### config.mk
export PLATFORM = sky130hd
export DESIGN_NAME = dual_adc_pin_interface
export DESIGN_NICKNAME = d
export VERILOG_FILES = /design/src/hw/adc_pins_pkg.sv /design/src/hw/dual_adc_pin_interface.sv
export SDC_FILE = /design/constraint.sdc
export NUM_CORES = 1
export LEC_CHECK = 0
export BUFFER_PORTS_ARGS = -buffer_cell sky130_fd_sc_hd__buf_2
export CORE_UTILIZATION = 45
export CTS_CLUSTER_SIZE = 20
export DETAILED_ROUTE_END_ITERATION = 8
export PLACE_DENSITY = 0.74
export SYNTH_ARGS = -nofsm -noshare
export SYNTH_HDL_FRONTEND = slang
export SYNTH_SLANG_ARGS = --single-unit
export TNS_END_PERCENT = 30
### constraint.sdc
create_clock -name clk -period 2.7 [get_ports clk]
set_input_delay 0.135 -clock clk [delete_from_list [all_inputs] [get_ports clk]]
set_output_delay 0.135 -clock clk [all_outputs]
set_load 0.1 [all_outputs]
### src/hw/adc_pins_pkg.sv
// Package for the dual converter pin interface: modes, timing and carriers
package adc_pins_pkg;

    localparam int RES_FULL      = 16;
    localparam int RES_MID       = 14;
    localparam int RES_SMALL     = 12;
    localparam int STORE_DEPTH   = 4;
    localparam int CH_PER_ADC    = 4;
    localparam int CH_DIFF       = 2;
    // Conversion length in half clock periods of the converter clock
    localparam int CONV_HALF_HALFCLK = 35;
    localparam int CONV_HALF_FULLCLK = 70;
    localparam int CNT_W         = 8;

    typedef enum logic [1:0] {
        ST_SAMPLE,
        ST_HOLD,
        ST_CONVERT
    } conv_state_t;

    typedef struct packed {
        logic conversionStart;
        logic clockRise;
        logic halfClockMode;
    } conv_ctrl_t;

    typedef struct packed {
        logic serialResultOutA;
        logic serialResultOutAEn;
        logic serialResultOutB;
        logic serialResultOutBEn;
    } serial_out_t;

endpackage : adc_pins_pkg

### src/hw/dual_adc_pin_interface.sv
// Dual simultaneous-sampling converter: conversion sequencing and serial pins
`timescale 1ns/1ps
module dual_adc_pin_interface
    import adc_pins_pkg::*;
#(
    parameter int RES_BITS = RES_FULL,
    parameter int CFG_BITS = 16
) (
    // Clock and reset
    input  wire logic                      clk,
    input  wire logic                      arst_n,
    // Conversion control, converter clock sampled as a level
    input  wire adc_pins_pkg::conv_ctrl_t  convCtrl,
    output logic                           busy,
    // Mode pins
    input  wire logic                      inputConfigPin,
    input  wire logic                      outputConfigPin,
    // Serial host side
    input  wire logic                      chipSelect_n,
    input  wire logic                      readSync,
    input  wire logic                      serialConfigIn,
    output adc_pins_pkg::serial_out_t      serialOut,
    // Converter core side
    input  wire logic [RES_BITS-1:0]       coreResultA,
    input  wire logic [RES_BITS-1:0]       coreResultB,
    output logic                           holdInputs,
    output logic [1:0]                     channelSelect,
    output logic                           differentialMode,
    output logic [CFG_BITS-1:0]            configWord
);
    import adc_pins_pkg::*;

    initial begin
        if (RES_BITS != RES_FULL && RES_BITS != RES_MID && RES_BITS != RES_SMALL)
            $error("RES_BITS must be 16, 14 or 12");
        if (CFG_BITS < 2)
            $error("CFG_BITS too small");
        if (STORE_DEPTH < 2)
            $error("STORE_DEPTH must hold at least two results");
        if (CONV_HALF_FULLCLK >= (1 << CNT_W))
            $error("CNT_W too narrow for the conversion count");
        if (CH_DIFF > CH_PER_ADC)
            $error("differential channel count exceeds pseudo channel count");
    end

    function automatic logic [1:0] wrapChan(input logic [1:0] c, input logic diff);
        wrapChan = diff ? ((c == 2'(CH_DIFF - 1)) ? 2'h0 : c + 2'h1) : c + 2'h1;
    endfunction : wrapChan

    conv_state_t             state, next_state;
    logic [CNT_W-1:0]        halfCnt, next_halfCnt;
    logic                    startPrev, next_startPrev;
    logic                    clkPrev, next_clkPrev;
    logic [1:0]              chan, next_chan;
    logic [RES_BITS-1:0]     storeA [STORE_DEPTH], next_storeA [STORE_DEPTH];
    logic [RES_BITS-1:0]     storeB [STORE_DEPTH], next_storeB [STORE_DEPTH];
    logic [RES_BITS-1:0]     shiftA, next_shiftA;
    logic [RES_BITS-1:0]     shiftB, next_shiftB;
    logic [CFG_BITS-1:0]     cfgShift, next_cfgShift;
    logic [CFG_BITS-1:0]     cfgReg, next_cfgReg;
    logic                    syncPrev, next_syncPrev;
    localparam int           IDX_W = $clog2(STORE_DEPTH);
    logic [IDX_W-1:0]        readIdx, next_readIdx;
    logic                    clkEdge, readPulse, selected, convDone;
    logic [CNT_W-1:0]        convHalves;

    // Edge detection compares each pin with its sample from the previous clk
    assign selected   = !chipSelect_n;
    assign clkEdge    = convCtrl.clockRise && !clkPrev;
    assign readPulse  = selected && readSync && !syncPrev;
    assign convHalves = convCtrl.halfClockMode ? CNT_W'(CONV_HALF_HALFCLK)
                                               : CNT_W'(CONV_HALF_FULLCLK);

    // Last counted clock rise of a conversion; both result stores take their word here
    assign convDone   = (state == ST_CONVERT) && clkEdge
                        && ((halfCnt + CNT_W'(2)) >= convHalves);

    always_comb begin
        next_state     = state;
        next_halfCnt   = halfCnt;
        next_startPrev = convCtrl.conversionStart;
        next_clkPrev   = convCtrl.clockRise;
        next_chan      = chan;
        next_storeA    = storeA;
        next_storeB    = storeB;
        case (state)
            ST_SAMPLE: begin
                if (convCtrl.conversionStart && !startPrev)
                    next_state = ST_HOLD;
            end
            ST_HOLD: begin
                if (clkEdge) begin
                    next_state   = ST_CONVERT;
                    next_halfCnt = '0;
                end
            end
            ST_CONVERT: begin
                // Each converter clock rise counts two half periods
                if (clkEdge)
                    next_halfCnt = halfCnt + CNT_W'(2);
                if (convDone) begin
                    next_state = ST_SAMPLE;
                    // Both results land together, shifting the oversampling history
                    for (int i = STORE_DEPTH - 1; i > 0; i--) begin
                        next_storeA[i] = storeA[i-1];
                        next_storeB[i] = storeB[i-1];
                    end
                    next_storeA[0] = coreResultA;
                    next_storeB[0] = coreResultB;
                    next_chan = wrapChan(chan, inputConfigPin);
                end
            end
            default: next_state = ST_SAMPLE;
        endcase
    end

    always_ff @(posedge clk or negedge arst_n) begin
        if (!arst_n) begin
            state     <= ST_SAMPLE;
            halfCnt   <= '0;
            startPrev <= 1'b0;
            clkPrev   <= 1'b0;
            chan      <= 2'h0;
            for (int i = 0; i < STORE_DEPTH; i++) begin
                storeA[i] <= '0;
                storeB[i] <= '0;
            end
        end else begin
            state     <= next_state;
            halfCnt   <= next_halfCnt;
            startPrev <= next_startPrev;
            clkPrev   <= next_clkPrev;
            chan      <= next_chan;
            storeA    <= next_storeA;
            storeB    <= next_storeB;
        end
    end

    // Hold covers the wait for the clock edge and the conversion itself
    assign busy             = (state != ST_SAMPLE);
    assign holdInputs       = (state != ST_SAMPLE);
    assign channelSelect    = chan;
    assign differentialMode = inputConfigPin;
    assign configWord       = cfgReg;

    always_comb begin
        next_syncPrev = readSync;
        next_shiftA   = shiftA;
        next_shiftB   = shiftB;
        next_cfgShift = cfgShift;
        next_cfgReg   = cfgReg;
        if (readPulse) begin
            next_shiftA   = storeA[readIdx];
            // Single-output mode sends both results back to back on output A
            next_shiftB   = storeB[readIdx];
            next_cfgReg   = cfgShift;
        end else if (selected && clkEdge) begin
            next_shiftA   = outputConfigPin ? {shiftA[RES_BITS-2:0], shiftB[RES_BITS-1]}
                                            : {shiftA[RES_BITS-2:0], 1'b0};
            next_shiftB   = {shiftB[RES_BITS-2:0], 1'b0};
            next_cfgShift = {cfgShift[CFG_BITS-2:0], serialConfigIn};
        end
    end

    always_ff @(posedge clk or negedge arst_n) begin
        if (!arst_n) begin
            syncPrev <= 1'b0;
            shiftA   <= '0;
            shiftB   <= '0;
            cfgShift <= '0;
            cfgReg   <= '0;
        end else begin
            syncPrev <= next_syncPrev;
            shiftA   <= next_shiftA;
            shiftB   <= next_shiftB;
            cfgShift <= next_cfgShift;
            cfgReg   <= next_cfgReg;
        end
    end

    // A fresh conversion rewinds the pointer, so the first read-sync gets the newest pair;
    // each further read-sync steps one result older and sticks at the oldest
    // Reads do not wait for busy; a read during a conversion returns the previous pair
    // A read-sync on the conversion's last edge still uses the old pointer once
    always_comb begin
        next_readIdx = readIdx;
        if (convDone)
            next_readIdx = '0;
        else if (readPulse && readIdx != IDX_W'(STORE_DEPTH - 1))
            next_readIdx = readIdx + IDX_W'(1);
    end

    always_ff @(posedge clk or negedge arst_n) begin
        if (!arst_n) begin
            readIdx <= '0;
        end else begin
            readIdx <= next_readIdx;
        end
    end

    assign serialOut.serialResultOutA   = shiftA[RES_BITS-1];
    assign serialOut.serialResultOutAEn = selected;
    assign serialOut.serialResultOutB   = shiftB[RES_BITS-1];
    assign serialOut.serialResultOutBEn = selected && !outputConfigPin;

endmodule : dual_adc_pin_interface

==> Word-level counts from Yosys, hierarchy flattened <==
Index checks and enable logic that the tools add are counted.
{ "op_classes": {"bitwise": 2, "add_sub_neg": 3, "magnitude_cmp": 2, "n_mux": 23, "eq_ne": 8, "reduce_logical": 23} }
{ "ops": {"columns": ["op", "count"], "rows": [
  ["16-bit 2-to-1 mux", 8],
  ["16-bit binary-select mux with 2-bit select", 2],
  ["8-bit 2-to-1 mux", 2],
  ["8-bit case mux with 2 select lines", 1],
  ["2-bit 2-to-1 mux", 7],
  ["2-bit inequality test (second input constant)", 5],
  ["1-bit logical AND", 9],
  ["8-bit by 2-bit adder with 8-bit output (second input constant)", 1],
  ["8-bit by 7-bit greater-or-equal comparator with 1-bit output", 1],
  ["2-bit nonzero test", 4],
  ["7-bit 2-to-1 mux", 1],
  ["2-bit case mux with 3 select lines", 1],
  ["3-bit AND reduction", 2],
  ["1-bit zero test", 5],
  ["2-bit by 1-bit adder with 2-bit output (second input constant)", 2],
  ["2-bit by 1-bit == test with 1-bit output (second input constant)", 2],
  ["2-bit AND reduction", 2],
  ["3-bit greater-or-equal comparator (second input constant)", 1],
  ["2-bit NOT with 3-bit output", 1],
  ["2-bit == test (second input constant)", 1],
  ["2-bit zero test", 1],
  ["1-bit 2-to-1 mux", 1],
  ["1-bit NOT", 1]
]} }
{ "word_totals": {"inputBits": 42, "out_inout_bits": 25, "wordCells": 80, "regBits": 209} }

==> Longest topological paths before layout <==
Gate-level depths: netlist (run 1).
{ "depth": {"depth_word": 6, "mapped_depth": 11} }

==> Least setup slack after synthesis (run 1) <==
Ideal clock, no wire load.
{ "synth_timing": {"kind": "register -> register", "from": "reg halfCnt[1]", "to": "reg storeA[10] (netlist name)", "slack_ns": -0.076, "required_time_ns": 2.575, "path_buffers": 3, "arrival_time_ns": 2.651, "stages_incl_launch_ff": 12, "path_cell_list": "dfrtp_1 -> ha_1 -> nand3_1 -> xnor2_1 -> ha_1 -> nand2_1 -> or4b_4 -> a31o_1 -> buf_6 -> buf_8 -> buf_8 -> mux2_4"} }
{ "synth_between": {"elab_chain_cells": 4} }
{ "synth_lines": {"columns": ["item", "line", "source"], "rows": [
  ["from (decl)", "dual_adc_pin_interface.sv:51", "logic [CNT_W-1:0] halfCnt, next_halfCnt;"],
  ["from (signal assigned)", "dual_adc_pin_interface.sv:130", "halfCnt <= next_halfCnt;"],
  ["8-bit by 2-bit adder with 8-bit output", "dual_adc_pin_interface.sv:76", "&& ((halfCnt + CNT_W'(2)) >= convHalves);"],
  ["8-bit by 7-bit greater-or-equal comparator with 1-bit output", "dual_adc_pin_interface.sv:76", null],
  ["1-bit logical AND", "dual_adc_pin_interface.sv:76", null],
  ["2-bit AND reduction (no source line)", null, null],
  ["to (signal assigned)", "dual_adc_pin_interface.sv:134", "storeA <= next_storeA;"],
  ["to (decl)", "dual_adc_pin_interface.sv:55", "logic [RES_BITS-1:0] storeA [STORE_DEPTH], next_storeA [STORE_DEPTH];"]
]} }
No other way between the ends.
A chain may end at the register's enable or synchronous reset.

==> Worst setup path after layout (run 1) <==
{ "layout_timing": {"from": "reg halfCnt[5]", "to": "reg storeB[25] (netlist name)"} }
{ "layout_between": {"elab_chain_cells": 4} }
{ "layout_lines": {"columns": ["item", "line", "source"], "rows": [
  ["8-bit by 2-bit adder with 8-bit output", "dual_adc_pin_interface.sv:76", null],
  ["8-bit by 7-bit greater-or-equal comparator with 1-bit output", "dual_adc_pin_interface.sv:76", null],
  ["1-bit logical AND", "dual_adc_pin_interface.sv:76", null],
  ["2-bit AND reduction (no source line)", null, null],
  ["to (signal assigned)", "dual_adc_pin_interface.sv:135", "storeB <= next_storeB;"],
  ["to (decl)", "dual_adc_pin_interface.sv:56", "logic [RES_BITS-1:0] storeB [STORE_DEPTH], next_storeB [STORE_DEPTH];"]
]} }
No other way between the ends.

==> flow_metrics.tcl, run 1 <==
set metrics [dict create \
    yosysSeqAreaShare_pct 55.7 \
    final.min_clock_period_ns 2.71 \
    antenna_found_initial 0 \
    layout_setup_ws_ns -0.00918 \
    drv_slew 0 \
    routabilityCongestion 0.833 \
    worstPathMaxFanout 31 \
    p_clk_share_pct 30.6 \
    gr-max-usage-layer "met2" \
    globalRouteMet1Util_pct 23.5 \
    cp-end-kind "flop" \
    die_h_um 146 \
    crit_required_ns 3.07 \
    irDropWorstVdd_mv 0.380 \
    wl_per_cell_um 18.1 \
    synth_area_leaders "dfrtp_1, mux2_4, mux2_2" \
    core_area_um2 20300 \
    antenna_cells 0 \
    row_count 52 \
    synthAdderAreaFrac_pct 0.669 \
    yosysTopAreaCell "dfrtp_1" \
    violations "setup timing" \
    gr-usage-met3_pct 2.66 \
    synthSimpleGateAreaFrac_pct 2.82 \
    synth_top_area_share_pct 55.7 \
    outcome "finished, violations left" \
    hold_class "in2async" \
    syn_nets 641 \
    grt_first_pass_wirelength_mm 29.4 \
    synth-xor-area-share_pct 0.468 \
    synth_mux_area_share_pct 32.5 \
    synth.most_common_cell "dfrtp_1" \
    dp_slack_ns 0.00871 \
    cap_violations 0 \
    yosys_warnings 0 \
    worstRegToRegCells 9 \
    rsz0062_at_grt "yes" \
    ctsRootBufferMaster "clkbuf_16" \
    skew_ns 0.0107 \
    finalHoldViolCount 0 \
    syn2layout_area_growth_pct 19.7 \
    power.total_uw 9450 \
    viasPerCell 5.41 \
    numCtsBuffers 22 \
    power_density_nw_per_um2 845 \
    comb_power_share_pct 25.5 \
    first_iter_violations 429 \
    synth_top_family_by_area "multiplexers" \
    ys.flop_type "dfrtp_1" \
    tightest_slew_ns 1.04 \
    arrival_ns 3.08 \
    nFillCells 1626 \
    synthTopCellsByCount "dfrtp_1, mux2_4, mux2_2" \
    max_freq_mhz 369 \
    cts.reportedPaths.clkPinSlew_ns 0.06 \
    insertion_delay_ns 0.50 \
    dieArea_um2 21400 \
    die_x_um 146 \
    grt_max_degree 88 \
    power.switching_uw 2980 \
    synth-async-reset-ratio_pct 100 \
    syn_inst 594 \
    syn_area_um2 9350 \
    nNetsFinal 753 \
    h-tree-depth 1 \
    ys_types 40 \
    io-pin-count 67 \
    setup_viol 17 \
    drc 0 \
    synth_edf_count 0 \
    port_buffers 66 \
    start_util_pct 46.1 \
    post_dp_cell_area_um2 10000 \
    cts_tree "yes" \
    avgSynthCellArea_um2 15.7 \
    start_kind "flop" \
    synth-compound-area-share_pct 3.89 \
    vias 5341 \
    power.share.sequential_pct 43.9 \
    gr-total-overflow 0 \
    grt_pass1_vias 5616 \
    path_class "reg2reg" \
    antenna_left 0 \
    clk_path_buf_depth 3 \
    fin_area_um2 11200 \
    switching_share_pct 31.5 \
    p_int_uw 6480 \
    synth_seq_cells 208 \
    p_leak_uw 0.00570 \
    dp_hpwl_mm 11.0 \
    cts.sink_count 208 \
    first_pass_iters 6 \
    drive_gt1_share_pct 46.4 \
    fin_crit_sh_pct 100 \
    slew_headroom_pct 30.5 \
    grt.total_usage_pct 16.8 \
    grt_util_met2_pct 27.4 \
    routed_wl_mm 17.9 \
]
==> layout make-up <==
type / instances / area, um2 / area share, %
timing repair buffer: 131 / 1050 / 9.42
inverter: 17 / 63.8 / 0.570
clock buffer: 30 / 632 / 5.65
sequential: 208 / 5210 / 46.5
clock inverter: 6 / 55.1 / 0.492
tap: 270 / 338 / 3.02
multi-input combinational: 326 / 3840 / 34.3
==> path summary, 6_finish.rpt <==
check / from / to / slack, ns
min in group clk: readSync / syncPrev / 0.29
hold reg to reg: state[1] / state[0] / 0.47
hold / removal: arst_n / storeA[57] / 0.27
max in group asynchronous: arst_n / readIdx[0] / 1.60
setup reg to reg: halfCnt[5] / storeB[25] / -0.009
setup / recovery: halfCnt[5] / storeB[25] / -0.009
==> logic make-up after synthesis <==
logic type,Yosys count
mux,211
flops,208
simple gates,54
fa+ha+maj,5
xor+xnor,5
compound gates,51
buf+inv,60
==> sequential cells by signal (all words and copies together) (netlist names) <==
signal         count
storeB            64
readIdx            2
state              2
shiftA            16
channelSelect      2
cfgShift          16
storeA            64
shiftB            16
clkPrev            1
startPrev          1
configWord        16
halfCnt            7
syncPrev           1
==> layer usage <==
metal  vias to the layer above  part of all wire, %
li1                       2384                    -
met1                      2778                   45
met2                       149                   48
met3                        30                  5.2
met4                         0                  1.7
met5                         -                    0
==> placed cells by master (no fill, tap or decap), types with 5 or more instances in the layout <==
master,count
clkinv_2,5
buf_4,17
mux4_2,32
a222oi_1,14
dlygate4sd3_1,39
mux2_2,76
buf_12,6
inv_1,17
clkbuf_16,25
nand2_1,23
mux2i_1,16
dfrtp_1,207
nor2_1,9
buf_2,65
mux2_4,87
o21ai_0,21
==> stage by stage <==
stage	hold WS, ns	TNS, ns	util [%]	std cells
after floorplan	-0.161	-0.916	-	594
after global placement	0.222	0	49.3	907
after detailed placement	0.239	0	49.3	907
after CTS	0.274	0	54.6	983
after global routing	0.275	-4.06	55.1	988
final	0.268	-0.0644	55.1	988
==> power groups by stage <==
stage | logic [uW] | clock network, uW | registers (uW)
final | 2410 | 2890 | 4150
after CTS | 2410 | 2960 | 4150
after floorplan | 1570 | 0 | 4370
after detailed placement | 2340 | 0 | 4200
after global routing | 2580 | 3090 | 4230
after global placement | 2290 | 0 | 4160
==> critical path, stage by stage, from the launching register on <==
cell and delay (ns):
dfrtp_1 0.35, and3_4 0.20, nand3_2 0.09, xnor2_2 0.15, ha_1 0.31, nand2_1 0.07
or4b_4 0.54, a31o_4 0.34, buf_12 0.21, mux2_4 0.31
==> repair_timing <==
| action | CTS | global route |
|---|---|---|
| endpoints found under the setup margin | 18 | 96 |
| endpoints found under the hold margin | 123 | 0 |
| setup buffers | 1 | 3 |
| gates cloned | 0 | 2 |
| hold buffers | 39 | 0 |
| gates resized for setup | 0 | 5 |
No activity file was read; power rests on OpenSTA's default activity.
==> run 2, diff against run 1 <==
--- a/config.mk
+++ b/config.mk
@@ -7,9 +7,10 @@
 export LEC_CHECK = 0
 export BUFFER_PORTS_ARGS = -buffer_cell sky130_fd_sc_hd__buf_2
 export CORE_UTILIZATION = 45
+export CTS_CLUSTER_DIAMETER = 50
 export CTS_CLUSTER_SIZE = 20
 export DETAILED_ROUTE_END_ITERATION = 8
-export PLACE_DENSITY = 0.74
+export PLACE_DENSITY = 0.71
 export SYNTH_ARGS = -nofsm -noshare
 export SYNTH_HDL_FRONTEND = slang
 export SYNTH_SLANG_ARGS = --single-unit
==> constraint.sdc (replaced) <==
create_clock -name clk -period 2.9 [get_ports clk]
set_input_delay 0.435 -clock clk [delete_from_list [all_inputs] [get_ports clk]]
set_output_delay 0.435 -clock clk [all_outputs]
set_load 0.1 [all_outputs]
==> run 2 against run 1 <==
  * The flow now finishes without violations
  * Largest power group unchanged
  * Critical path type unchanged
  * Sequential share of layout area grew 2.8 points
  * Hold slack lost 0.19 ns
  * Die area is the same
  * Combinational power shrank 12%
  * First-iteration DRC count shrank 23%
==> flow_metrics.tcl, run 2 (synthesis gave the netlist of run 1 again) <==
set metrics [dict create \
    outcome "completed" \
    crit_path_top_delay_cell "or4b_4" \
    finalHoldViolCount 0 \
    viasPerCell 5.35 \
    grt_first_pass_wirelength_mm 28.4 \
    largestRegisters "storeA x64, storeB x64" \
    start_util_pct 46.1 \
    hold_class "in2reg" \
    gr-total-overflow 0 \
    endpoint "storeA[62]" \
    row_count 52 \
    drive_gt1_share_pct 47.5 \
    grt.total_usage_pct 16.3 \
    numCtsBuffers 19 \
    crit_family "simple AND/OR/NAND/NOR gates" \
    first_pass_iters 5 \
    rsz0062_at_grt "no" \
    cts.sink_count 208 \
    cts.reportedPaths.clkPinSlew_ns 0.07 \
    setup_viol 0 \
    skew_ns 0.0179 \
    vias 5005 \
    core_area_um2 20300 \
    slew_headroom_pct 47.4 \
    drv_slew 0 \
    cts_tree "yes" \
    crit_required_ns 3.26 \
    irDropWorstVdd_mv 0.378 \
    cp.depth 9 \
    die_h_um 146 \
    insertion_delay_ns 0.49 \
    cp-startpoint "halfCnt[2]" \
    antenna_found_initial 0 \
    clk_path_buf_depth 3 \
    dp_hpwl_mm 10.8 \
    h-tree-depth 1 \
    ctsRootBufferMaster "clkbuf_16" \
    final.min_clock_period_ns 2.80 \
    arrival_ns 3.16 \
    post-route-util_pct 52.0 \
    p_leak_uw 0.00540 \
    routabilityCongestion 0.801 \
    grt_max_degree 89 \
    ff2ff_setup_slack_ns 0.1 \
    crit_chain "ha_4 > nand3_1 > xnor2_1 > ha_1 > nand2_1 > or4b_4 > a31o_4 > buf_12 > mux2_4" \
    first_iter_violations 332 \
    final_cell_mix "dfrtp_1, mux2_4, mux2_2" \
    cap_violations 0 \
    max_freq_mhz 357 \
    nFillCells 1679 \
    fin_crit_sh_pct 96.7 \
    reg2reg_from "halfCnt[2]" \
    hold_start "convCtrl[2]" \
    nNetsFinal 701 \
    setup_tns_ns 0 \
    syn2layout_area_growth_pct 12.9 \
    final_common_cell "dfrtp_1" \
    cts_setup_buffers 0 \
    drc 0 \
    start_kind "flop" \
    worst-path-buf-inv 1 \
    regArea_um2 5210 \
    wl_per_cell_um 17.9 \
    worstRegToRegCells 9 \
    path_class "reg2reg" \
    worstPathMaxFanout 52 \
    die_x_um 146 \
    multi_input_area_um2 3810 \
    cpPeakStageDelay_ns 0.53 \
    tightest_slew_ns 0.790 \
    port_buffers 66 \
    cp-end-kind "flop" \
    io-pin-count 67 \
    power_density_nw_per_um2 800 \
    grt_pass1_vias 5389 \
    routed_wl_mm 16.7 \
    rr_endpoint "storeA[62]" \
    antenna_left 0 \
    antenna_cells 0 \
    dieArea_um2 21400 \
]
[run 2: changes by cell type in the layout (fill, tap and decap cells not counted), moves of 2 or more]
cell           change
inv_8              +2
buf_4              -7
xnor2_2            -2
nand3_2            -2
clkbuf_1           -2
nand3_1            +2
clkbuf_16          -6
dlygate4sd3_1     -38
xnor2_1            +2
[run 2: stage by stage]
stage / cells / total power [uW] / area (um2) / hold WS, ns / setup WS [ns]
6_report: 935 / 8450 / 10600 / 0.0792 / 0.0971
5_1_grt: 935 / 8870 / 10600 / 0.0697 / 0.0186
4_1_cts: 935 / 8550 / 10500 / 0.0663 / 0.0359
3_5_place_dp: 902 / 6080 / 9920 / 0.459 / 0.0744
3_3_place_gp: 902 / 5960 / 9920 / 0.445 / 0.162
2_1_floorplan: 594 / 5520 / 9350 / 0.139 / 0.124
[run 2: worst min-delay path by stage]
stage,end,cells past startpoint,slack [ns]
6_report,startPrev,1,0.08
5_1_grt,syncPrev,1,0.07
4_1_cts,syncPrev,1,0.07
3_5_place_dp,configWord[3],1,0.46
3_3_place_gp,configWord[2],1,0.44
2_1_floorplan,cfgShift[0],0,0.14
[run 2: final cells by class]
type | count | area share (%)
clock buffer | 24 | 4.97
clock inverter | 8 | 0.771
inverter | 17 | 0.605
multi-input combinational | 326 | 36.1
sequential | 208 | 49.4
tap | 270 | 3.20
timing repair buffer | 82 | 4.97
[run 2: report_power, final]
part	internal [uW]	total (uW)	leakage (uW)	switching, uW
sequential	3400	3890	0.00284	484
combinational	955	2120	0.00225	1170
clock	1380	2440	0.000304	1050
[run 2: routing by layer]
| layer | wire length [um] | share of wire, % | GRT usage [%] | vias up |
|---|---|---|---|---|
| met3 | 674 | 4.0 | 2.41 | 28 |
| li1 | - | - | - | 2282 |
| met1 | 7680 | 46 | 22.5 | 2579 |
| met4 | 374 | 2.2 | 5.10 | 0 |
| met5 | 0 | 0 | 0 | - |
| met2 | 7970 | 48 | 26.5 | 116 |
[run 2: timing repair]
action                                  4_1_cts  5_1_grt
endpoints found under the setup margin        0      107
hold buffers                                  1        0
resized for setup                             0        3
hold endpoints to repair                     60        0
